File: config.mk
export PLATFORM = sky130hd
export DESIGN_NAME = drive_control_word_decoder
export DESIGN_NICKNAME = d
export VERILOG_FILES = /design/src/rtl/drive_cmd_pkg.sv /design/src/rtl/drive_control_word_decoder.sv
export SDC_FILE = /design/constraint.sdc
export NUM_CORES = 1
export LEC_CHECK = 0
export BUFFER_PORTS_ARGS = -buffer_cell sky130_fd_sc_hd__buf_2
export CAP_MARGIN = 10
export CORE_UTILIZATION = 35
export DETAILED_ROUTE_END_ITERATION = 8
export HOLD_SLACK_MARGIN = 0.03
export PLACE_DENSITY = 0.69
export SETUP_SLACK_MARGIN = 0.5
export SYNTH_ARGS = -nofsm -noshare
export SYNTH_HDL_FRONTEND = slang
export SYNTH_SLANG_ARGS = --single-unit
File: constraint.sdc
create_clock -name clk -period 1.95 [get_ports clk]
set_input_delay 0.0975 -clock clk [delete_from_list [all_inputs] [get_ports clk]]
set_output_delay 0.0975 -clock clk [all_outputs]
set_load 0.02 [all_outputs]
File: src/rtl/drive_cmd_pkg.sv
package drive_cmd_pkg;

  // Control word bit positions
  localparam int BIT_ON         = 0;
  localparam int BIT_NO_COAST   = 1;
  localparam int BIT_NO_QSTOP   = 2;
  localparam int BIT_ENABLE_OP  = 3;
  localparam int BIT_B4         = 4;  // Ramp enable / task accept
  localparam int BIT_B5         = 5;  // Ramp unfreeze / no intermediate stop
  localparam int BIT_B6         = 6;  // Setpoint enable / activate task
  localparam int BIT_FAULT_ACK  = 7;
  localparam int BIT_JOG_POS    = 8;
  localparam int BIT_JOG_NEG    = 9;
  localparam int BIT_REMOTE     = 10;
  localparam int BIT_HOMING     = 11;
  localparam int BIT_RELATIVE   = 12;
  localparam int BIT_REPLACE    = 13;

  localparam logic [15:0] CMD_WORD_RESET = 16'h0000;
  localparam logic [15:0] SPEED_ZERO     = 16'h0000;

  // Position set number that takes its options from the control word
  localparam logic [7:0] FIELDBUS_SET = 8'h00;

  // Decoded state command
  typedef enum logic [6:0] {
    CMD_NONE        = 7'b0000001,
    CMD_SHUTDOWN    = 7'b0000010,
    CMD_SWITCH_ON   = 7'b0000100,
    CMD_COAST_STOP  = 7'b0001000,
    CMD_QUICK_STOP  = 7'b0010000,
    CMD_DISABLE_OP  = 7'b0100000,
    CMD_ENABLE_OP   = 7'b1000000
  } state_cmd_type;

  // Speed profile selected for the setpoint generator
  typedef enum logic [3:0] {
    PROF_RAMP      = 4'b0001,
    PROF_STEP      = 4'b0010,
    PROF_HOLD      = 4'b0100,
    PROF_EMERGENCY = 4'b1000
  } profile_type;

endpackage

File: src/rtl/drive_control_word_decoder.sv
`timescale 1ns/100ps
`default_nettype none

module drive_control_word_decoder (
  input  wire logic                          clk,
  input  wire logic                          sys_rst,
  input  wire logic                          telegram_valid,
  input  wire logic [15:0]                   telegram_word,
  input  wire logic [15:0]                   telegram_speed,
  input  wire logic                          positioning_mode,
  input  wire logic                          operation_enabled,
  input  wire logic                          homing_done,
  input  wire logic [7:0]                    selected_set,
  input  wire logic                          set_option_relative,
  input  wire logic                          set_option_replace,
  output logic      [15:0]                   drive_command_word,
  output logic      [15:0]                   speed_target,
  output logic      [15:0]                   speed_setpoint,
  output drive_cmd_pkg::profile_type         speed_profile,
  output drive_cmd_pkg::state_cmd_type       state_command,
  output logic                               state_command_valid,
  output logic                               remote_active,
  output logic                               fault_ack,
  output logic                               pos_start,
  output logic      [7:0]                    pos_set,
  output logic                               pos_relative,
  output logic                               pos_replace,
  output logic                               pos_cancel,
  output logic                               pos_halt,
  output logic                               pos_resume,
  output logic                               jog_pos_start,
  output logic                               jog_pos_stop,
  output logic                               jog_neg_start,
  output logic                               jog_neg_stop,
  output logic                               homing_start,
  output logic                               homing_abort,
  output logic                               homing_active
);
  import drive_cmd_pkg::*;

  logic [15:0] prev_word;
  logic        eval;
  logic [15:0] rise;
  logic [15:0] fall;
  logic        start_ok;
  logic        pos_go;
  // Telegram qualifiers shared by several paths
  logic        speed_eval;
  logic        pos_eval;
  logic        fieldbus_set_sel;
  logic        homing_go;
  logic        homing_stop;
  // Next values of registered outputs
  logic [15:0] next_speed_setpoint;
  profile_type next_speed_profile;
  logic        next_pos_relative;
  logic        next_pos_replace;
  logic        next_pos_cancel;
  logic        next_pos_halt;
  logic        next_pos_resume;
  logic        next_jog_pos_start;
  logic        next_jog_pos_stop;
  logic        next_jog_neg_start;
  logic        next_jog_neg_stop;
  logic        next_homing_active;
  // Decoded command of the present telegram
  state_cmd_type next_state_command;

  // Decode the low nibble into a state command
  function automatic state_cmd_type decode_cmd(input logic [3:0] c);
    if (!c[BIT_NO_COAST]) begin
      decode_cmd = CMD_COAST_STOP;
    end else if (!c[BIT_NO_QSTOP]) begin
      decode_cmd = CMD_QUICK_STOP;
    end else if (!c[BIT_ON]) begin
      decode_cmd = CMD_SHUTDOWN;
    end else if (c[BIT_ENABLE_OP]) begin
      decode_cmd = CMD_ENABLE_OP;
    end else begin
      decode_cmd = CMD_DISABLE_OP;
    end
  endfunction

  // Option of a started run: the word's bit or the set's stored option
  function automatic logic pick_option(input logic from_word, input logic word_bit,
                                       input logic stored_bit);
    if (from_word) begin
      pick_option = word_bit;
    end else begin
      pick_option = stored_bit;
    end
  endfunction

  // One bit of an edge vector, only for a qualified telegram
  function automatic logic edge_hit(input logic qualify, input logic [15:0] edges,
                                    input int pos);
    edge_hit = qualify && edges[pos];
  endfunction

  // Evaluate only telegrams that carry remote control
  // An ignored word still updates the raw copies but never the edge reference
  assign eval = telegram_valid && telegram_word[BIT_REMOTE];

  // Edges between this telegram and the last evaluated one
  // The reference starts at zero, so bits set in the first word count as rises
  assign rise = telegram_word & ~prev_word;
  assign fall = ~telegram_word & prev_word;

  // Start conditions for any positioning run
  // A refused start leaves no pulse behind
  assign start_ok = telegram_word[BIT_B4] && telegram_word[BIT_B5]
                    && !homing_active;
  assign pos_go = eval && positioning_mode && rise[BIT_B6] && start_ok;

  // Last received word, whether evaluated or not
  always_ff @(posedge clk) begin
    if (sys_rst) begin
      drive_command_word <= CMD_WORD_RESET;
    end else if (telegram_valid) begin
      drive_command_word <= telegram_word;
    end
  end

  // Edge reference: only evaluated telegrams move it
  always_ff @(posedge clk) begin
    if (sys_rst) begin
      prev_word <= CMD_WORD_RESET;
    end else if (eval) begin
      prev_word <= telegram_word;
    end
  end

  // Remote flag mirrors bit 10 of each telegram
  always_ff @(posedge clk) begin
    if (sys_rst) begin
      remote_active <= 1'b0;
    end else if (telegram_valid) begin
      remote_active <= telegram_word[BIT_REMOTE];
    end
  end

  // Speed target from telegram data, taken in the same cycle as the word
  always_ff @(posedge clk) begin
    if (sys_rst) begin
      speed_target <= SPEED_ZERO;
    end else if (telegram_valid) begin
      speed_target <= telegram_speed;
    end
  end

  // Decoded command of the present telegram
  assign next_state_command = decode_cmd(telegram_word[3:0]);

  // State command, one pulse per evaluated telegram
  always_ff @(posedge clk) begin
    if (sys_rst) begin
      state_command       <= CMD_NONE;
      state_command_valid <= 1'b0;
    end else begin
      state_command_valid <= eval;
      if (eval) begin
        state_command <= next_state_command;
      end
    end
  end

  // Fault acknowledge on rising edge only
  // A held bit gives one pulse, not one per telegram
  always_ff @(posedge clk) begin
    if (sys_rst) begin
      fault_ack <= 1'b0;
    end else begin
      fault_ack <= edge_hit(eval, rise, BIT_FAULT_ACK);
    end
  end

  // Qualifiers shared by the speed and positioning paths
  // Both modes share one evaluation gate, so bit 10 rules them alike
  assign speed_eval       = eval && !positioning_mode;
  assign pos_eval         = eval && positioning_mode;
  assign fieldbus_set_sel = (selected_set == FIELDBUS_SET);
  assign homing_go        = edge_hit(pos_eval, rise, BIT_HOMING);
  assign homing_stop      = edge_hit(pos_eval, fall, BIT_HOMING);

  // Speed mode setpoint and profile; the order of tests is the priority
  // Bit 6 outranks the freeze so a frozen ramp never blocks a bit 6 zeroing
  always_comb begin
    next_speed_setpoint = speed_setpoint;
    next_speed_profile  = speed_profile;
    if (!operation_enabled) begin
      next_speed_setpoint = SPEED_ZERO;
      next_speed_profile  = PROF_EMERGENCY;
    end else if (!telegram_word[BIT_B6]) begin
      next_speed_setpoint = SPEED_ZERO;
      next_speed_profile  = PROF_STEP;
    end else if (rise[BIT_B6]) begin
      next_speed_setpoint = telegram_speed;
      next_speed_profile  = PROF_STEP;
    end else if (!telegram_word[BIT_B5]) begin
      next_speed_profile  = PROF_HOLD;
    end else if (!telegram_word[BIT_B4]) begin
      next_speed_setpoint = SPEED_ZERO;
      next_speed_profile  = PROF_RAMP;
    end else begin
      next_speed_setpoint = telegram_speed;
      next_speed_profile  = PROF_RAMP;
    end
  end

  // Speed registers load only from evaluated speed mode telegrams
  // Positioning telegrams leave the speed registers untouched
  always_ff @(posedge clk) begin
    if (sys_rst) begin
      speed_setpoint <= SPEED_ZERO;
      speed_profile  <= PROF_EMERGENCY;
    end else if (speed_eval) begin
      speed_setpoint <= next_speed_setpoint;
      speed_profile  <= next_speed_profile;
    end
  end

  // Options of a started run: word bits for the fieldbus set, else stored
  // Options are latched only with a start, so later words cannot alter them
  assign next_pos_relative = pick_option(fieldbus_set_sel, telegram_word[BIT_RELATIVE],
                                         set_option_relative);
  assign next_pos_replace  = pick_option(fieldbus_set_sel, telegram_word[BIT_REPLACE],
                                         set_option_replace);

  // Positioning start with set and options
  // Set and options hold until the next accepted start
  always_ff @(posedge clk) begin
    if (sys_rst) begin
      pos_start    <= 1'b0;
      pos_set      <= FIELDBUS_SET;
      pos_relative <= 1'b0;
      pos_replace  <= 1'b0;
    end else begin
      pos_start <= pos_go;
      if (pos_go) begin
        pos_set      <= selected_set;
        pos_relative <= next_pos_relative;
        pos_replace  <= next_pos_replace;
      end
    end
  end

  // Next values of the cancel and intermediate stop pulses
  // Cancel is a level test, so a held bit 4 of zero keeps blocking
  always_comb begin
    next_pos_cancel = pos_eval && !telegram_word[BIT_B4];
    next_pos_halt   = edge_hit(pos_eval, fall, BIT_B5);
    next_pos_resume = edge_hit(pos_eval, rise, BIT_B5);
  end

  // Cancel and intermediate stop handling
  always_ff @(posedge clk) begin
    if (sys_rst) begin
      pos_cancel <= 1'b0;
      pos_halt   <= 1'b0;
      pos_resume <= 1'b0;
    end else begin
      pos_cancel <= next_pos_cancel;
      pos_halt   <= next_pos_halt;
      pos_resume <= next_pos_resume;
    end
  end

  // Next values of the jog pulses
  // Steady jog bits give no pulse; only edges move the axis
  always_comb begin
    next_jog_pos_start = edge_hit(pos_eval, rise, BIT_JOG_POS);
    next_jog_pos_stop  = edge_hit(pos_eval, fall, BIT_JOG_POS);
    next_jog_neg_start = edge_hit(pos_eval, rise, BIT_JOG_NEG);
    next_jog_neg_stop  = edge_hit(pos_eval, fall, BIT_JOG_NEG);
  end

  // Jog starts and stops on edges
  always_ff @(posedge clk) begin
    if (sys_rst) begin
      jog_pos_start <= 1'b0;
      jog_pos_stop  <= 1'b0;
      jog_neg_start <= 1'b0;
      jog_neg_stop  <= 1'b0;
    end else begin
      jog_pos_start <= next_jog_pos_start;
      jog_pos_stop  <= next_jog_pos_stop;
      jog_neg_start <= next_jog_neg_start;
      jog_neg_stop  <= next_jog_neg_stop;
    end
  end

  // Homing activity: a start sets it, a finish or a stop clears it
  // A start in the same cycle as a finish wins, so homing stays active
  always_comb begin
    next_homing_active = homing_active;
    if (homing_go) begin
      next_homing_active = 1'b1;
    end else if (homing_done || homing_stop) begin
      next_homing_active = 1'b0;
    end
  end

  // Homing start, abort and activity tracking
  // An abort needs an active homing; a late falling edge is ignored
  always_ff @(posedge clk) begin
    if (sys_rst) begin
      homing_start  <= 1'b0;
      homing_abort  <= 1'b0;
      homing_active <= 1'b0;
    end else begin
      homing_start  <= homing_go;
      homing_abort  <= homing_stop && homing_active;
      homing_active <= next_homing_active;
    end
  end

endmodule // drive_control_word_decoder

`default_nettype wire

==> results.ini <==
[power]
p_int_mw = 2.53
leakage_nw = 2.14
swShare = 0.278
cellPowerDensity_nw_per_um2 = 785
pwr-share-seq = 0.534
netSwitchingPower_mw = 0.972
comb_power_share = 0.128
vdd_ir_drop_max_mv = 0.422
clkPwrFrac = 0.338

[floorplan]
die_area_um2 = 9310
row_count = 34
core-area_um2 = 8680
io_pins = 131
die_x_um = 96.5
initial_utilization = 0.360
die_h_um = 96.5

[cts]
cts_tree = done
clockBufferDepth = 2
cts_htree_levels = 3
cts.sinks = 87
root_buffer = clkbuf_8
clkTransAtPathRegs_ps = 100
numCtsBuffers = 9
clock_latency_ps = 350

[synthesis]
synth_cell_types = 32
synth.avg_cell_area_um2 = 9.44
seq_area_frac_synth = 0.557
synth_fa_ha_area_frac = 0
synth_nets = 379
synthMuxAreaShare = 0.125
synth-seq-cells = 87
synth_top_family_by_area = simple AND/OR/NAND/NOR gates
synth-xor-area-share = 0
syn_area_um2 = 3130
yosys.area_share.simple = 0.188
synth-compound-area-share = 0.0829
synthCells = 331
ys.warnings.count = 0
synth_top_flop_cell = dfxtp_1
synth_edf_count = 0
synthArstFlopShare = 0

[final_layout]
layout_commonest_cell = buf_2
final_net_count = 543
diodes = 0
layout-drive-gt1-share = 0.320
stdcell_area_um2 = 4460
final_cells = 608
final_cell_mix = buf_2, dfxtp_1, nor2_1
area_delta_synth_final_pct = 42.6

[setup_path]
r2r_end = pos_replace$_SDFFE_PP0P_
worstSetupPathType = in -> reg
worst_path_max_delay_cell = dlygate4sd3_1
setup.worst_path.end = pos_replace$_SDFFE_PP0P_
path_cells = dlygate4sd3_1, buf_2, nand4b_1, or3_4, a221oi_2
critPathMaxFanout = 13
cp-startpoint = telegram_word[5]
required_ps = 2210
endpoint_kind = flip-flop
r2r_cells = 3
r2r-start = prev_word[6]$_SDFFE_PP0N_
max_stage_delay_ps = 510
critPathLaunchType = primary input
crit_arrival_ps = 1720
r2r_slack_ps = 550

[placement]
dpl-instance-area_um2 = 3830
numPlacedInstances = 550
place.gp.congestion = 0.784
dpl.hpwl_mm = 5.66
numPortBuffers = 129

[worst_hold_path]
hold_start = homing_done
hp-class = in -> reg

[timing]
holdWs_ps = 59.2
finalHoldViolCount = 0
fin_crit_sh = 0.748
rsz0062_at_grt = true
period_minus_slack_ps = 1460
setup_tns_ps = 0
setup_viol = 0
max_freq_mhz = 686
skew_ps = 10.8
drv_slew = 0

[global_routing]
grt_pass1_vias = 2637
grt_start_max_net_pins = 33
grt_overflow = 0
grt_pass1_wl_mm = 12.8
antenna_found_initial = 0
grt.total_usage = 0.182

[status]
status = finished clean

[routing]
post_drt_via_cell_ratio = 4.78
drcViolationCount = 0
routedWlPerCell_um = 13.7
dr.pass1.iters = 4
drtIter0Drc = 74
drtAntennaViolNets = 0
vias = 2904
wirelength_mm = 8.31

[run]
cap_violations = 0

## sequential cells by signal (all words and copies together), names as in the netlist, 4 cells and up
signal              cells
state_command           6
speed_target           16
speed_profile           4
drive_command_word     16
speed_setpoint         16
prev_word               6
pos_set                 8
## logic make-up after synthesis
family / after synthesis
AO/OA/AOI/OAI: 44
buffers and inverters: 30
flip-flops: 87
multiplexers: 39
other: 1
AND/OR/NAND/NOR: 130
## worst max-delay path: cells and delay by family
family	cells	cell delay, ps
simple gates	2	590
buf+inv	2	700
compound gates	1	320
## power by group through the flow
| stage | combinational (mW) | clock [mW] | sequential (mW) |
|---|---|---|---|
| final | 0.449 | 1.18 | 1.87 |
| after global routing | 0.491 | 1.31 | 1.88 |
| after CTS | 0.447 | 1.22 | 1.87 |
| after detailed placement | 0.381 | 0 | 1.91 |
| after global placement | 0.374 | 0 | 1.91 |
| after floorplan | 0.160 | 0 | 1.97 |
## what timing repair did
item | CTS | global route
pin swaps | 0 | 1
gates resized for setup | 1 | 4
hold buffers | 42 | 0
hold endpoints to repair | 69 | 0
setup endpoints to repair | 10 | 18
setup buffers | 0 | 0
## worst min-delay path by stage
stage	endpoint	cells past startpoint
after CTS	homing_active$_SDFFE_PP0P_	4
after global routing	homing_active$_SDFFE_PP0P_	4
final	homing_active$_SDFFE_PP0P_	4
after global placement	jog_neg_stop$_SDFF_PP0_	2
after floorplan	pos_cancel$_SDFF_PP0_	1
after detailed placement	jog_neg_stop$_SDFF_PP0_	2
## routing by layer
| metal | vias to the layer above | share of wire | GRT usage | wire length (um) |
|---|---|---|---|---|
| met5 | - | 0 | 0 | 0 |
| met2 | 95 | 0.47 | 0.305 | 3900 |
| met1 | 1352 | 0.45 | 0.217 | 3730 |
| met3 | 18 | 0.056 | 0.0368 | 469 |
| li1 | 1439 | - | - | - |
| met4 | 0 | 0.024 | 0.0993 | 201 |
## per-stage QoR
step	utilization	power [mW]	setup WS [ps]
finish	0.514	3.50	492
global route	0.514	3.68	484
CTS	0.512	3.54	512
detailed placement	0.442	2.29	261
global placement	0.442	2.28	323
floorplan	-	2.13	586
## final cells by class
| class | instances | area [um2] |
|---|---|---|
| fillers | 845 | 4220 |
| flip-flops and latches | 87 | 1740 |
| multi-input cells | 214 | 1260 |
| repair buffers | 178 | 1120 |
| well taps | 108 | 135 |
| clock buffers | 9 | 124 |
| clock inverters | 7 | 62.6 |
| inverters | 5 | 18.8 |
## Yosys cell counts (all sizes together) (4+ instances only)
cell type  number  area [um2]
a21oi          31         155
buf            17        95.1
clkbuf          8        30.0
dfxtp          87        1740
inv             5        18.8
mux2i          39         390
nand2          35         131
nand3          19         100
nor2           54         203
nor3            4        20.0
nor3b           8        60.1
o21ai           5        25.0
Note: power is estimated with default switching activity, not from simulation.
